<file path="config.mk">
export PLATFORM = sky130hd
export DESIGN_NAME = rsd_top
export DESIGN_NICKNAME = d
export VERILOG_FILES = /design/src/rsd_pkg.sv /design/src/rsd_sync.sv /design/src/rsd_channel.sv /design/src/rsd_top.sv
export VERILOG_INCLUDE_DIRS = /design/src
export SDC_FILE = /design/constraint.sdc
export NUM_CORES = 1
export LEC_CHECK = 0
export BUFFER_PORTS_ARGS = -buffer_cell sky130_fd_sc_hd__buf_2
export CAP_MARGIN = 10
export CELL_PAD_IN_SITES_DETAIL_PLACEMENT = 1
export CELL_PAD_IN_SITES_GLOBAL_PLACEMENT = 1
export CORE_MARGIN = 8
export CORE_UTILIZATION = 53
export CTS_CLUSTER_SIZE = 14
export DETAILED_ROUTE_END_ITERATION = 12
export MAX_ROUTING_LAYER = met4
export PLACE_DENSITY = 0.94
export SKIP_LAST_GASP = 1
export SLEW_MARGIN = 20
export SYNTH_ARGS = -nofsm -noshare
export SYNTH_HDL_FRONTEND = slang
export SYNTH_SLANG_ARGS = --single-unit
export TNS_END_PERCENT = 50
</file>
<file path="constraint.sdc">
create_clock -name ref_clk -period 6 [get_ports ref_clk]
set_input_delay 0.3 -clock ref_clk [delete_from_list [all_inputs] [get_ports ref_clk]]
set_output_delay 0.3 -clock ref_clk [all_outputs]
set_load 0.02 [all_outputs]
</file>
<file path="src/rsd_map.svh">
`ifndef RSD_MAP_SVH
`define RSD_MAP_SVH

// ----------------------------------------------------------------
// clock and delay figures
// ----------------------------------------------------------------
`define RSD_CLK_MHZ 125
`define RSD_OVL_DELAY_US 10
`define RSD_OL_DELAY_US 100

// ----------------------------------------------------------------
// widths and counts
// ----------------------------------------------------------------
`define RSD_NCH 8
`define RSD_FRAME_W 16
`define RSD_CNT_W 16
`define RSD_BIT_W 3
`define RSD_BYTE_W 2
`define RSD_SYNC_SPI_W 3
`define RSD_SYNC_CH_W 32

// ----------------------------------------------------------------
// reset values and codes
// ----------------------------------------------------------------
`define RSD_CTRL_RESET 16'hFFFF
`define RSD_DIAG_RESET 16'h0000
`define RSD_CTRL_SLEEP 16'h0000
`define RSD_TER_RESET 1'h1
`define RSD_BIT_ZERO 3'h0
`define RSD_BIT_LAST 3'h7
`define RSD_BIT_ONE 3'h1
`define RSD_BYTE_ZERO 2'h0
`define RSD_BYTE_ONE 2'h1
`define RSD_BYTE_MIN 2'h2
`define RSD_CNT_ONE 16'h0001

`endif

</file>
<file path="src/rsd_pkg.sv">
`default_nettype none

package rsd_pkg;
    `include "rsd_map.svh"

    // ------------------------------------------------------------
    // types
    // ------------------------------------------------------------
    typedef enum logic [1:0] {
        RSD_MODE_STANDBY = 2'h0,
        RSD_MODE_INPUT = 2'h1,
        RSD_MODE_ON = 2'h2,
        RSD_MODE_OFF = 2'h3
    } rsd_mode_t;

    typedef enum logic [1:0] {
        SPI_IDLE = 2'h1,
        SPI_ACTIVE = 2'h2
    } rsd_spi_st_t;

    typedef logic [`RSD_FRAME_W-1:0] rsd_frame_t;
    typedef logic [`RSD_NCH-1:0] rsd_chvec_t;

    // ------------------------------------------------------------
    // helpers
    // ------------------------------------------------------------
    // diagnosis word: open-load odd bit, overload even bit
    function automatic rsd_frame_t rsd_diag_word(input rsd_chvec_t ol,
                                                 input rsd_chvec_t ovl);
        rsd_frame_t w;
        w = `RSD_DIAG_RESET;
        for (int i = 0; i < `RSD_NCH; i++) begin
            w[2*i+1] = ol[i];
            w[2*i] = ovl[i];
        end
        return w;
    endfunction : rsd_diag_word

    // frame length check: whole bytes, at least two of them
    function automatic logic rsd_frame_ok(
        input logic [`RSD_BIT_W-1:0] bits,
        input logic [`RSD_BYTE_W-1:0] bytes);
        return (bits == `RSD_BIT_ZERO) && (bytes >= `RSD_BYTE_MIN);
    endfunction : rsd_frame_ok

endpackage : rsd_pkg

`default_nettype wire

</file>
<file path="src/rsd_sync.sv">
`timescale 1ns/1ps
`default_nettype none

module rsd_sync #(
    parameter int WIDTH = 1
) (
    // clock and reset
    input wire logic ref_clk,
    input wire logic rst_n,
    // asynchronous in, synchronous out
    input wire logic [WIDTH-1:0] asyncIn,
    output logic [WIDTH-1:0] syncOut
);
    import rsd_pkg::*;

    logic [WIDTH-1:0] meta_q;
    logic [WIDTH-1:0] meta_d;
    logic [WIDTH-1:0] sync_d;

    // ------------------------------------------------------------
    // two-stage synchroniser
    // ------------------------------------------------------------
    always_comb begin
        meta_d = asyncIn;
        sync_d = meta_q;
    end

    always_ff @(posedge ref_clk or negedge rst_n) begin
        if (!rst_n) begin
            meta_q <= '0;
            syncOut <= '0;
        end else begin
            meta_q <= meta_d;
            syncOut <= sync_d;
        end
    end

endmodule : rsd_sync

`default_nettype wire

</file>
<file path="src/rsd_channel.sv">
`timescale 1ns/1ps
`default_nettype none
`include "rsd_map.svh"

module rsd_channel #(
    parameter logic [15:0] OVL_CYC = 16'h0001,
    parameter logic [15:0] OL_CYC = 16'h0001
) (
    // clock and reset
    input wire logic ref_clk,
    input wire logic rst_n,
    // channel control
    input wire rsd_pkg::rsd_mode_t mode,
    input wire logic inPin,
    // protection and load sensing
    input wire logic ovlSense,
    input wire logic overTemp,
    input wire logic openLoadSense,
    // drive and flags
    output logic chanOn,
    output logic diagCurrentEn,
    output logic overloadFaultFlag,
    output logic openLoadFlag
);
    import rsd_pkg::*;

    logic stb;
    logic wantOn;
    logic onD;
    logic diagD;
    logic ovlD;
    logic olD;
    logic [`RSD_CNT_W-1:0] ovlCntQ;
    logic [`RSD_CNT_W-1:0] ovlCntD;
    logic [`RSD_CNT_W-1:0] olCntQ;
    logic [`RSD_CNT_W-1:0] olCntD;

    // ------------------------------------------------------------
    // mode decode, protection and off-state diagnosis
    // ------------------------------------------------------------
    always_comb begin
        stb = (mode == RSD_MODE_STANDBY);
        unique case (mode)
            RSD_MODE_STANDBY: wantOn = 1'b0;
            RSD_MODE_INPUT: wantOn = inPin;
            RSD_MODE_ON: wantOn = 1'b1;
            RSD_MODE_OFF: wantOn = 1'b0;
        endcase
        ovlD = overloadFaultFlag;
        olD = openLoadFlag;
        ovlCntD = '0;
        olCntD = '0;
        // overload must persist for the shutoff delay
        if (chanOn && ovlSense && !stb) begin
            if (ovlCntQ == OVL_CYC - `RSD_CNT_ONE) begin
                ovlD = 1'b1;
            end else begin
                ovlCntD = ovlCntQ + `RSD_CNT_ONE;
            end
        end
        // overtemperature sets the flag at once
        if (overTemp && !stb) begin
            ovlD = 1'b1;
        end
        // open-load only while off and not in standby
        if (!chanOn && !stb && openLoadSense) begin
            if (olCntQ == OL_CYC - `RSD_CNT_ONE) begin
                olD = 1'b1;
            end else begin
                olCntD = olCntQ + `RSD_CNT_ONE;
            end
        end
        // standby clears both flags
        if (stb) begin
            ovlD = 1'b0;
            olD = 1'b0;
        end
        onD = wantOn && !ovlD;
        diagD = !stb && !onD;
    end

    always_ff @(posedge ref_clk or negedge rst_n) begin
        if (!rst_n) begin
            chanOn <= 1'b0;
            diagCurrentEn <= 1'b0;
            overloadFaultFlag <= 1'b0;
            openLoadFlag <= 1'b0;
            ovlCntQ <= '0;
            olCntQ <= '0;
        end else begin
            chanOn <= onD;
            diagCurrentEn <= diagD;
            overloadFaultFlag <= ovlD;
            openLoadFlag <= olD;
            ovlCntQ <= ovlCntD;
            olCntQ <= olCntD;
        end
    end

    // ------------------------------------------------------------
    // checks
    // ------------------------------------------------------------
    a_flag_blocks_on: assert property (
        @(posedge ref_clk) disable iff (!rst_n)
        overloadFaultFlag |-> !chanOn)
        else $error("channel on while overload flag set");

    a_overtemp_off: assert property (
        @(posedge ref_clk) disable iff (!rst_n)
        overTemp && (mode != RSD_MODE_STANDBY)
        |=> overloadFaultFlag && !chanOn)
        else $error("overtemperature did not switch off");

    a_overload_timed: assert property (
        @(posedge ref_clk) disable iff (!rst_n)
        $rose(overloadFaultFlag)
        |-> $past(overTemp) || ($past(ovlCntQ) == OVL_CYC - `RSD_CNT_ONE))
        else $error("overload flag set before shutoff delay");

    a_standby_clear: assert property (
        @(posedge ref_clk) disable iff (!rst_n)
        mode == RSD_MODE_STANDBY |=> !overloadFaultFlag && !openLoadFlag
        && !chanOn && !diagCurrentEn)
        else $error("standby did not clear flags");

    a_flags_latched: assert property (
        @(posedge ref_clk) disable iff (!rst_n)
        (overloadFaultFlag || openLoadFlag) && mode != RSD_MODE_STANDBY
        |=> $stable({overloadFaultFlag, openLoadFlag}) || $rose(overloadFaultFlag)
        || $rose(openLoadFlag))
        else $error("fault flag cleared outside standby");

    a_ol_only_off: assert property (
        @(posedge ref_clk) disable iff (!rst_n)
        $rose(openLoadFlag) |-> !$past(chanOn)
        && ($past(olCntQ) == OL_CYC - `RSD_CNT_ONE))
        else $error("open-load flag set while on or early");

endmodule : rsd_channel

`default_nettype wire

</file>
<file path="src/rsd_top.sv">
// What this block does
// - overload on an on channel for the shutoff delay: off and flagged
// - a channel with its overload flag set stays off
// - overtemperature outside standby sets that channel's overload flag and switches it off
// - both flags stay latched; standby is the only clear
// - off channel outside standby with open-load sensed for the delay sets open-load flag
// - no open-load diagnosis while on, and the open-load flag never rises while on
// - off-state diagnosis active in off mode, disabled in standby
// - after reset all channels sit in idle off mode
// - full-duplex serial slave; chip select falling starts an access
// - serial input captured on each falling serial clock edge
// - serial output updated on each rising serial clock edge
// - accept frame only for whole bytes and at least 16 bits
// - serial registers return to defaults on reset
// - control field 00 standby, 01 follow pin, 10 on, 11 off
// - at select fall output shows error flag OR input level
// - data shifted most significant bit first both ways
// - diagnosis word holds open-load odd, overload even, channel 8 top
`timescale 1ns/1ps
`default_nettype none
`include "rsd_map.svh"

module rsd_top #(
    parameter int unsigned OL_DELAY_CYC = `RSD_OL_DELAY_US * `RSD_CLK_MHZ
) (
    // clock and reset
    input wire logic ref_clk,
    input wire logic rst_n,
    // serial port pins
    input wire logic spiClk,
    input wire logic spiCsN,
    input wire logic spiSi,
    output logic spiSo,
    output logic spiSoOe,
    // channel inputs
    input wire rsd_pkg::rsd_chvec_t chanInPin,
    input wire rsd_pkg::rsd_chvec_t ovlSense,
    input wire rsd_pkg::rsd_chvec_t overTemp,
    input wire rsd_pkg::rsd_chvec_t openLoadSense,
    // channel outputs
    output rsd_pkg::rsd_chvec_t chanOn,
    output rsd_pkg::rsd_chvec_t diagCurrentEn,
    output rsd_pkg::rsd_chvec_t overloadFaultFlag,
    output rsd_pkg::rsd_chvec_t openLoadFlag,
    // status
    output logic sleepMode,
    output logic transferErrorFlag
);
    import rsd_pkg::*;

    localparam int unsigned OVL_DELAY_CYC =
        `RSD_OVL_DELAY_US * `RSD_CLK_MHZ;

    // ------------------------------------------------------------
    // input synchronisers
    // ------------------------------------------------------------
    logic [`RSD_SYNC_SPI_W-1:0] spiRaw;
    logic [`RSD_SYNC_SPI_W-1:0] spiSync;
    logic [`RSD_SYNC_CH_W-1:0] chRaw;
    logic [`RSD_SYNC_CH_W-1:0] chSync;
    logic sclkS;
    logic csSelS;
    logic siS;
    rsd_chvec_t inPinS;
    rsd_chvec_t ovlS;
    rsd_chvec_t otempS;
    rsd_chvec_t olSenseS;

    // select inverted so every stage resets to zero
    assign spiRaw = {spiClk, ~spiCsN, spiSi};
    assign chRaw = {chanInPin, ovlSense, overTemp, openLoadSense};

    rsd_sync #(
        .WIDTH(`RSD_SYNC_SPI_W)
    ) u_sync_spi (
        .ref_clk(ref_clk),
        .rst_n(rst_n),
        .asyncIn(spiRaw),
        .syncOut(spiSync)
    );

    rsd_sync #(
        .WIDTH(`RSD_SYNC_CH_W)
    ) u_sync_ch (
        .ref_clk(ref_clk),
        .rst_n(rst_n),
        .asyncIn(chRaw),
        .syncOut(chSync)
    );

    // split synchronised groups
    assign {sclkS, csSelS, siS} = spiSync;
    assign {inPinS, ovlS, otempS, olSenseS} = chSync;

    // ------------------------------------------------------------
    // edge detection on synchronised serial pins
    // ------------------------------------------------------------
    logic sclkPrevQ;
    logic csPrevQ;
    logic sclkFall;
    logic sclkRise;
    logic csFall;
    logic csRise;

    always_comb begin
        sclkFall = sclkPrevQ && !sclkS;
        sclkRise = !sclkPrevQ && sclkS;
        csFall = !csPrevQ && csSelS;
        csRise = csPrevQ && !csSelS;
    end

    always_ff @(posedge ref_clk or negedge rst_n) begin
        if (!rst_n) begin
            sclkPrevQ <= 1'b0;
            csPrevQ <= 1'b0;
        end else begin
            sclkPrevQ <= sclkS;
            csPrevQ <= csSelS;
        end
    end

    // ------------------------------------------------------------
    // serial frame engine
    // ------------------------------------------------------------
    rsd_spi_st_t stateQ;
    rsd_spi_st_t stateD;
    rsd_frame_t shiftQ;
    rsd_frame_t shiftD;
    rsd_frame_t ctrlQ;
    rsd_frame_t ctrlD;
    rsd_frame_t diagWord;
    logic [`RSD_BIT_W-1:0] bitCntQ;
    logic [`RSD_BIT_W-1:0] bitCntD;
    logic [`RSD_BYTE_W-1:0] byteCntQ;
    logic [`RSD_BYTE_W-1:0] byteCntD;
    logic terQ;
    logic terD;
    logic soD;
    logic soOeD;
    logic sleepD;
    logic frameOk;
    logic [`RSD_FRAME_W-2:0] shiftLow;

    assign diagWord = rsd_diag_word(openLoadFlag, overloadFaultFlag);
    assign frameOk = rsd_frame_ok(bitCntQ, byteCntQ);
    assign shiftLow = shiftQ[`RSD_FRAME_W-2:0];

    // next state of the serial engine
    always_comb begin
        stateD = stateQ;
        shiftD = shiftQ;
        ctrlD = ctrlQ;
        bitCntD = bitCntQ;
        byteCntD = byteCntQ;
        terD = terQ;
        soD = spiSo;
        soOeD = spiSoOe;
        unique case (stateQ)
            SPI_IDLE: begin
                if (csFall) begin
                    stateD = SPI_ACTIVE;
                    shiftD = diagWord;
                    soD = terQ || siS;
                    soOeD = 1'b1;
                    bitCntD = `RSD_BIT_ZERO;
                    byteCntD = `RSD_BYTE_ZERO;
                end
            end
            SPI_ACTIVE: begin
                if (csRise) begin
                    stateD = SPI_IDLE;
                    soD = 1'b0;
                    soOeD = 1'b0;
                    if (frameOk) begin
                        ctrlD = shiftQ;
                        terD = 1'b0;
                    end else begin
                        terD = 1'b1;
                    end
                end else begin
                    if (sclkFall) begin
                        shiftD = {shiftLow, siS};
                        bitCntD = bitCntQ + `RSD_BIT_ONE;
                        if (bitCntQ == `RSD_BIT_LAST &&
                            byteCntQ != `RSD_BYTE_MIN) begin
                            byteCntD = byteCntQ + `RSD_BYTE_ONE;
                        end
                    end
                    if (sclkRise) begin
                        soD = shiftQ[`RSD_FRAME_W-1];
                    end
                end
            end
            default: begin
                stateD = SPI_IDLE;
                soD = 1'b0;
                soOeD = 1'b0;
            end
        endcase
        sleepD = (ctrlD == `RSD_CTRL_SLEEP);
    end

    // serial engine registers, defaults after reset
    always_ff @(posedge ref_clk or negedge rst_n) begin
        if (!rst_n) begin
            stateQ <= SPI_IDLE;
            shiftQ <= `RSD_DIAG_RESET;
            ctrlQ <= `RSD_CTRL_RESET;
            bitCntQ <= `RSD_BIT_ZERO;
            byteCntQ <= `RSD_BYTE_ZERO;
            terQ <= `RSD_TER_RESET;
            spiSo <= 1'b0;
            spiSoOe <= 1'b0;
            sleepMode <= 1'b0;
        end else begin
            stateQ <= stateD;
            shiftQ <= shiftD;
            ctrlQ <= ctrlD;
            bitCntQ <= bitCntD;
            byteCntQ <= byteCntD;
            terQ <= terD;
            spiSo <= soD;
            spiSoOe <= soOeD;
            sleepMode <= sleepD;
        end
    end

    assign transferErrorFlag = terQ;

    // ------------------------------------------------------------
    // channels
    // ------------------------------------------------------------
    for (genvar i = 0; i < `RSD_NCH; i++) begin : g_ch
        rsd_channel #(
            .OVL_CYC(16'(OVL_DELAY_CYC)),
            .OL_CYC(16'(OL_DELAY_CYC))
        ) u_ch (
            .ref_clk(ref_clk),
            .rst_n(rst_n),
            .mode(rsd_mode_t'(ctrlQ[2*i +: 2])),
            .inPin(inPinS[i]),
            .ovlSense(ovlS[i]),
            .overTemp(otempS[i]),
            .openLoadSense(olSenseS[i]),
            .chanOn(chanOn[i]),
            .diagCurrentEn(diagCurrentEn[i]),
            .overloadFaultFlag(overloadFaultFlag[i]),
            .openLoadFlag(openLoadFlag[i])
        );
    end

    // ------------------------------------------------------------
    // checks
    // ------------------------------------------------------------
    a_frame_accept: assert property (
        @(posedge ref_clk) disable iff (!rst_n)
        stateQ == SPI_ACTIVE && csRise && frameOk
        |=> ctrlQ == $past(shiftQ) && !terQ)
        else $error("valid frame not accepted");

    a_frame_reject: assert property (
        @(posedge ref_clk) disable iff (!rst_n)
        stateQ == SPI_ACTIVE && csRise && !frameOk
        |=> $stable(ctrlQ) && terQ)
        else $error("bad frame not rejected");

    a_shift_capture: assert property (
        @(posedge ref_clk) disable iff (!rst_n)
        stateQ == SPI_ACTIVE && sclkFall && !csRise
        |=> shiftQ == {$past(shiftLow), $past(siS)})
        else $error("input bit not shifted in");

    a_so_rise: assert property (
        @(posedge ref_clk) disable iff (!rst_n)
        stateQ == SPI_ACTIVE && sclkRise && !csRise
        |=> spiSo == $past(shiftQ[`RSD_FRAME_W-1]) && spiSoOe)
        else $error("output not updated on rising clock");

    a_so_select: assert property (
        @(posedge ref_clk) disable iff (!rst_n)
        stateQ == SPI_IDLE && csFall
        |=> spiSoOe && spiSo == ($past(terQ) || $past(siS))
        && shiftQ == $past(diagWord))
        else $error("wrong output at select fall");

    a_so_release: assert property (
        @(posedge ref_clk) disable iff (!rst_n)
        stateQ == SPI_ACTIVE && csRise |=> !spiSoOe ##1 !spiSoOe)
        else $error("output still driven after select rise");

endmodule : rsd_top

`default_nettype wire

</file>
Yosys cells after proc, flatten, opt, wreduce, memory -nomap -nowiden
Index checks and enable logic that the tools add are counted.
Cells by class
  bitwise operators: 1
  $lt $le $gt $ge: 1
  reductions and logical operators: 147
  muxes and demuxes: 123
  add/subtract/negate cells: 18
  equality and inequality tests: 50
Operator list (count)
  $mux 16: 38
  $add 16x1->16 const B: 16
  $eq 16x11->1 const B: 8
  $eq 16x14->1 const B: 8
  $logic_and 1x1->1: 62
  $mux 1: 62
  $logic_not 1->1: 36
  $eq 2x2->1 const B: 17
  $reduce_bool 2->1: 17
  $pmux 16 s2: 1
  $pmux 1 s3: 8
  $reduce_and 2->1: 11
  $eq 2x1->1 const B: 9
  $logic_not 16->1: 1
  $logic_not 2->1: 8
  $reduce_or 2->1: 8
  $mux 2: 6
  $ne 2x2->1 const B: 6
  $mux 3: 3
  $pmux 2 s2: 2
  $pmux 3 s2: 1
  $reduce_and 5->1: 1
  $pmux 1 s2: 2
  $reduce_and 4->1: 1
  other kinds (8): 8
Word-level totals
  bits in registers: 403
  output and inout port bits: 36
  logic and storage cells: 403
  input bits: 37

Logic depth before layout (Yosys ltp)
  depth after elaboration: 10
  mapped depth: 8
  mapped depth without buffers: 6

Modules after synthesis
A second synthesis with hierarchy kept.
Unflattened totals
  cells, all modules: 1723
  area total of the unflattened synthesis: 18276.3 sq um
Modules (own cells, without submodules)
  rsd_channel: times used 8, seq. area each 900.9 sq um, cells an instance 184, area each 1803.0 sq um
  rsd_top: times used 1, seq. area each 1123.6 sq um, cells an instance 181, area each 2100.8 sq um
  rsd_sync (u_sync_ch): times used 1, seq. area each 1601.5 sq um, cells an instance 64, area each 1601.5 sq um
  rsd_sync (u_sync_spi): times used 1, seq. area each 150.1 sq um, cells an instance 6, area each 150.1 sq um

Worst setup path before layout
OpenSTA, ideal clock, no wires.
  path kind: flip-flop to flip-flop
  from: reg stateQ[0]
  to: reg shiftQ[10]
  slack: 3660 ps
  path buffers: 2
  clock period less this slack: 2340 ps
  setup time: 125 ps
  data required time: 5875 ps
  cell stages (with the launch flop): 8
  data arrival time: 2216 ps
  cells stage by stage: dfstp_2 -> inv_1 -> ha_1 -> nor4bb_1 -> a21o_1 -> buf_2 -> buf_2 -> mux2_2
Between the ends
  word-level cells in the longest chain between the ends: 3
  elaborated cells between the ends (all ways): 8
  classes of those cells: eq/ne: 5; mux: 1; reduce/logical: 2
Ends and longest elaborated chain
  from (decl): RTL line rsd_top.sv:125  | rsd_spi_st_t stateQ;
  from (signal assigned): RTL line rsd_top.sv:216  | stateQ <= stateD;
  $eq 2x2->1 or $eq 2x1->1 (tied branches): RTL line rsd_top.sv:158  | unique case (stateQ)
  $ne 2x2->1 (no source line) or $reduce_bool 2->1 (tied branches)
  $reduce_and 4->1 (no source line)
  to (signal assigned): RTL line rsd_top.sv:207  | shiftQ <= `RSD_DIAG_RESET;
  to (signal assigned): RTL line rsd_top.sv:217  | shiftQ <= shiftD;
  to (decl): RTL line rsd_top.sv:127  | rsd_frame_t shiftQ;
Several ways; a longest one is shown, not always the timed one.
A chain may end at the register's enable or synchronous reset.

Worst setup path in the final report
  from: reg stateQ[0]
  to: reg shiftQ[7]
The elaborated chain is that of the path after synthesis.

==> out/results.ini <==
[global_routing]
antenna_found_initial=1
top_usage_layer=met2
grt_max_degree=166
grtUsageMet3=0.0381
gr-total-overflow=0
grtUsageMet1=0.299
gr-usage-met2=0.468
track_usage=0.266
grt_pass1_wl_mm=86.0
grt_pass1_vias=15800

[clock_tree]
cts_root_buf=clkbuf_16
worstSkewPairLatency_ps=570
tritoncts=done
htree_levels=2
clock_path_buffers=3
ctsResizeCount=0
cts_setup_buffers=0
clk_pin_slew_ps=70
cts_inserted_buffers=43
clock_sinks=402
holdBufCountCts=36

[logic_synthesis]
synth_compound_area_frac=0.0263
synth_top_family_by_area=simple AND/OR/NAND/NOR gates
seq_area_frac_synth=0.546
syn_area_per_cell_um2=10.6
synthDistinctLibCells=57
synth_adder_area_share=0.0203
syn-num-nets=1806
synthMuxAreaShare=0.0336
synthXorXnorAreaFrac=0.0992
synthTopCellsByCount=dfrtp_1 (384), nor2_1 (311), xnor2_1 (142), nand3_1 (103), nand4_1 (78)
yosysTopAreaCellShare=0.521
yosysWarnings=0
syn_area_mm2=0.0185
synth-simple-area-share=0.237
synth-edff-count=0
synthArstFlopShare=1.00
yosys.area.top_type=dfrtp_1
synth_ff_type=dfrtp_1
synth.most_common_cell=dfrtp_1
synth_area_leaders=dfrtp_1 (52%), xnor2_1 (6.7%), nor2_1 (6.3%), xor2_1 (3.2%), mux2_2 (2.9%)
syn_inst=1739
ys_ff_latch=402

[detailed_routing]
finalWirelength_mm=53.3
via_count=14000
dr.first_iter.drc_count=946
avgViaCountPerCell=6.08
dr.pass1.iters=5
ant_nets=0
wl_per_cell_um=23.1
drc=0

[setup_path]
cp.arrival_ps=3570
reg2reg_from=stateQ[0]
worst-endpoint-required_ps=6450
startpoint=stateQ[0]
endpoint_kind=flip-flop
worstSetupPathType=reg -> reg
cp-start-kind=flip-flop
critical_path.max_fanout=31
rrSetupSlack_ps=2880

[timing]
finalCritPeriodShare=0.520
max_clock_freq_mhz=321
hold_violations=0
relSlewSlack=0.347
worst_slew_pin_slew_ps=979
setup_viol=0
fin_setup_tns_ps=0
rsz0062_at_grt=no
period_minus_slack_ps=3120
drv_slew=0
skew_ps=16.9
worst_hold_slack_ps=322

[layout]
seqCellArea_mm2=0.0101
final_cells=2307
syn_to_final_growth_pct=12.9
drive_gt1_frac=0.136
multi_input_area_mm2=0.00769
final_nets=1886
fill_cells=3659

[placement]
dpl.hpwl_mm=32.4
portBuffers=72
dp_cells=2192
gp_congestion=0.858

[power]
p_leak_nw=8.40
powerDensity_mw_per_mm2=283
ir_drop_uv=250

[floorplan]
rows=68
die_w_um=203
io_pins=73
initial_core_util=0.536
core_mm2=0.0345
die_h_um=203
dieArea_mm2=0.0410

[min_path]
hp-class=in -> async

[run_status]
status=completed

[run]
drv_cap=0

critical path, stage by stage (launching register included):
cell	delay (ps)
dfstp_2	560
inv_1	50
ha_2	400
nor4bb_1	870
a21o_1	660
mux2_2	450
where the power goes:
| part | total, W | leakage (nW) | internal (W) | switching, W |
|---|---|---|---|---|
| clock | 0.00285 | 0.726 | 0.00171 | 0.00114 |
| combinational | 0.000273 | 2.29 | 0.0000939 | 0.000179 |
| sequential | 0.00279 | 5.38 | 0.00276 | 0.0000294 |
| total | 0.00590 | 8.40 | 0.00456 | 0.00135 |
stage by stage:
step                      instance area (um^2)  total power, W  utilization  setup WS, ps
final                                    20800         0.00590        0.604          2880
after global routing                     20800         0.00606        0.604          2800
after CTS                                20800         0.00593        0.604          2610
after detailed placement                 19000         0.00307        0.550          2700
after global placement                   19000         0.00305        0.550          2930
after floorplan                          18500         0.00295            -          3660
state kept, by name (all words and copies together), names as in the netlist, 8 cells and up:
signal,flops
g_ch.u_ch.chanOn,8
g_ch.u_ch.openLoadFlag,8
u_sync_ch.syncOut,32
ctrlQ,16
shiftQ,16
u_sync_ch.meta_q,32
g_ch.u_ch.olCntQ,128
g_ch.u_ch.overloadFaultFlag,8
g_ch.u_ch.diagCurrentEn,8
g_ch.u_ch.ovlCntQ,128
logic make-up after synthesis:
family,count (synthesis)
fa+ha+maj,30
compound gates,73
simple gates,835
buf+inv,134
mux,56
xor+xnor,209
flops,402
layout by cell type (no fill, tap or decap), drive strengths merged, types with 11 or more instances in the layout:
cell type	instances
dlygate4sd3	36
o21ai	16
mux2	48
nor3	51
inv	58
and4	13
ha	30
nor2	311
nor4	55
xnor2	142
or4b	23
nand3b	13
dfstp	18
nand4	78
dfrtp	384
a21oi	21
xor2	67
nand2	60
or4	17
nand3	103
and3	25
clkbuf	61
and2	11
buf	76
nand2b	27
final cells by class:
| type | count | area share |
|---|---|---|
| sequential | 402 | 0.484 |
| multi-input combinational | 1203 | 0.369 |
| clock buffer | 61 | 0.0598 |
| timing repair buffer | 112 | 0.0377 |
| tap | 455 | 0.0273 |
| clock inverter | 16 | 0.0115 |
| inverter | 57 | 0.0103 |
| antenna | 1 | 0.000120 |
final timing paths:
kind,to,cells after the start
max,shiftQ[7],5
max in group asynchronous,g_ch[7].u_ch.ovlCntQ[7],3
min in group ref_clk,u_sync_ch.syncOut[10],0
max reg2reg,shiftQ[7],5
min,g_ch[1].u_ch.chanOn,2
min reg2reg,u_sync_ch.syncOut[10],0
per-layer routing:
layer	wire length, um	vias up
met1	20700	7282
met3	2360	144
met2	28000	443
met5	0	-
met4	2270	0
li1	-	6152
Note: power is estimated with default switching activity, not from simulation.
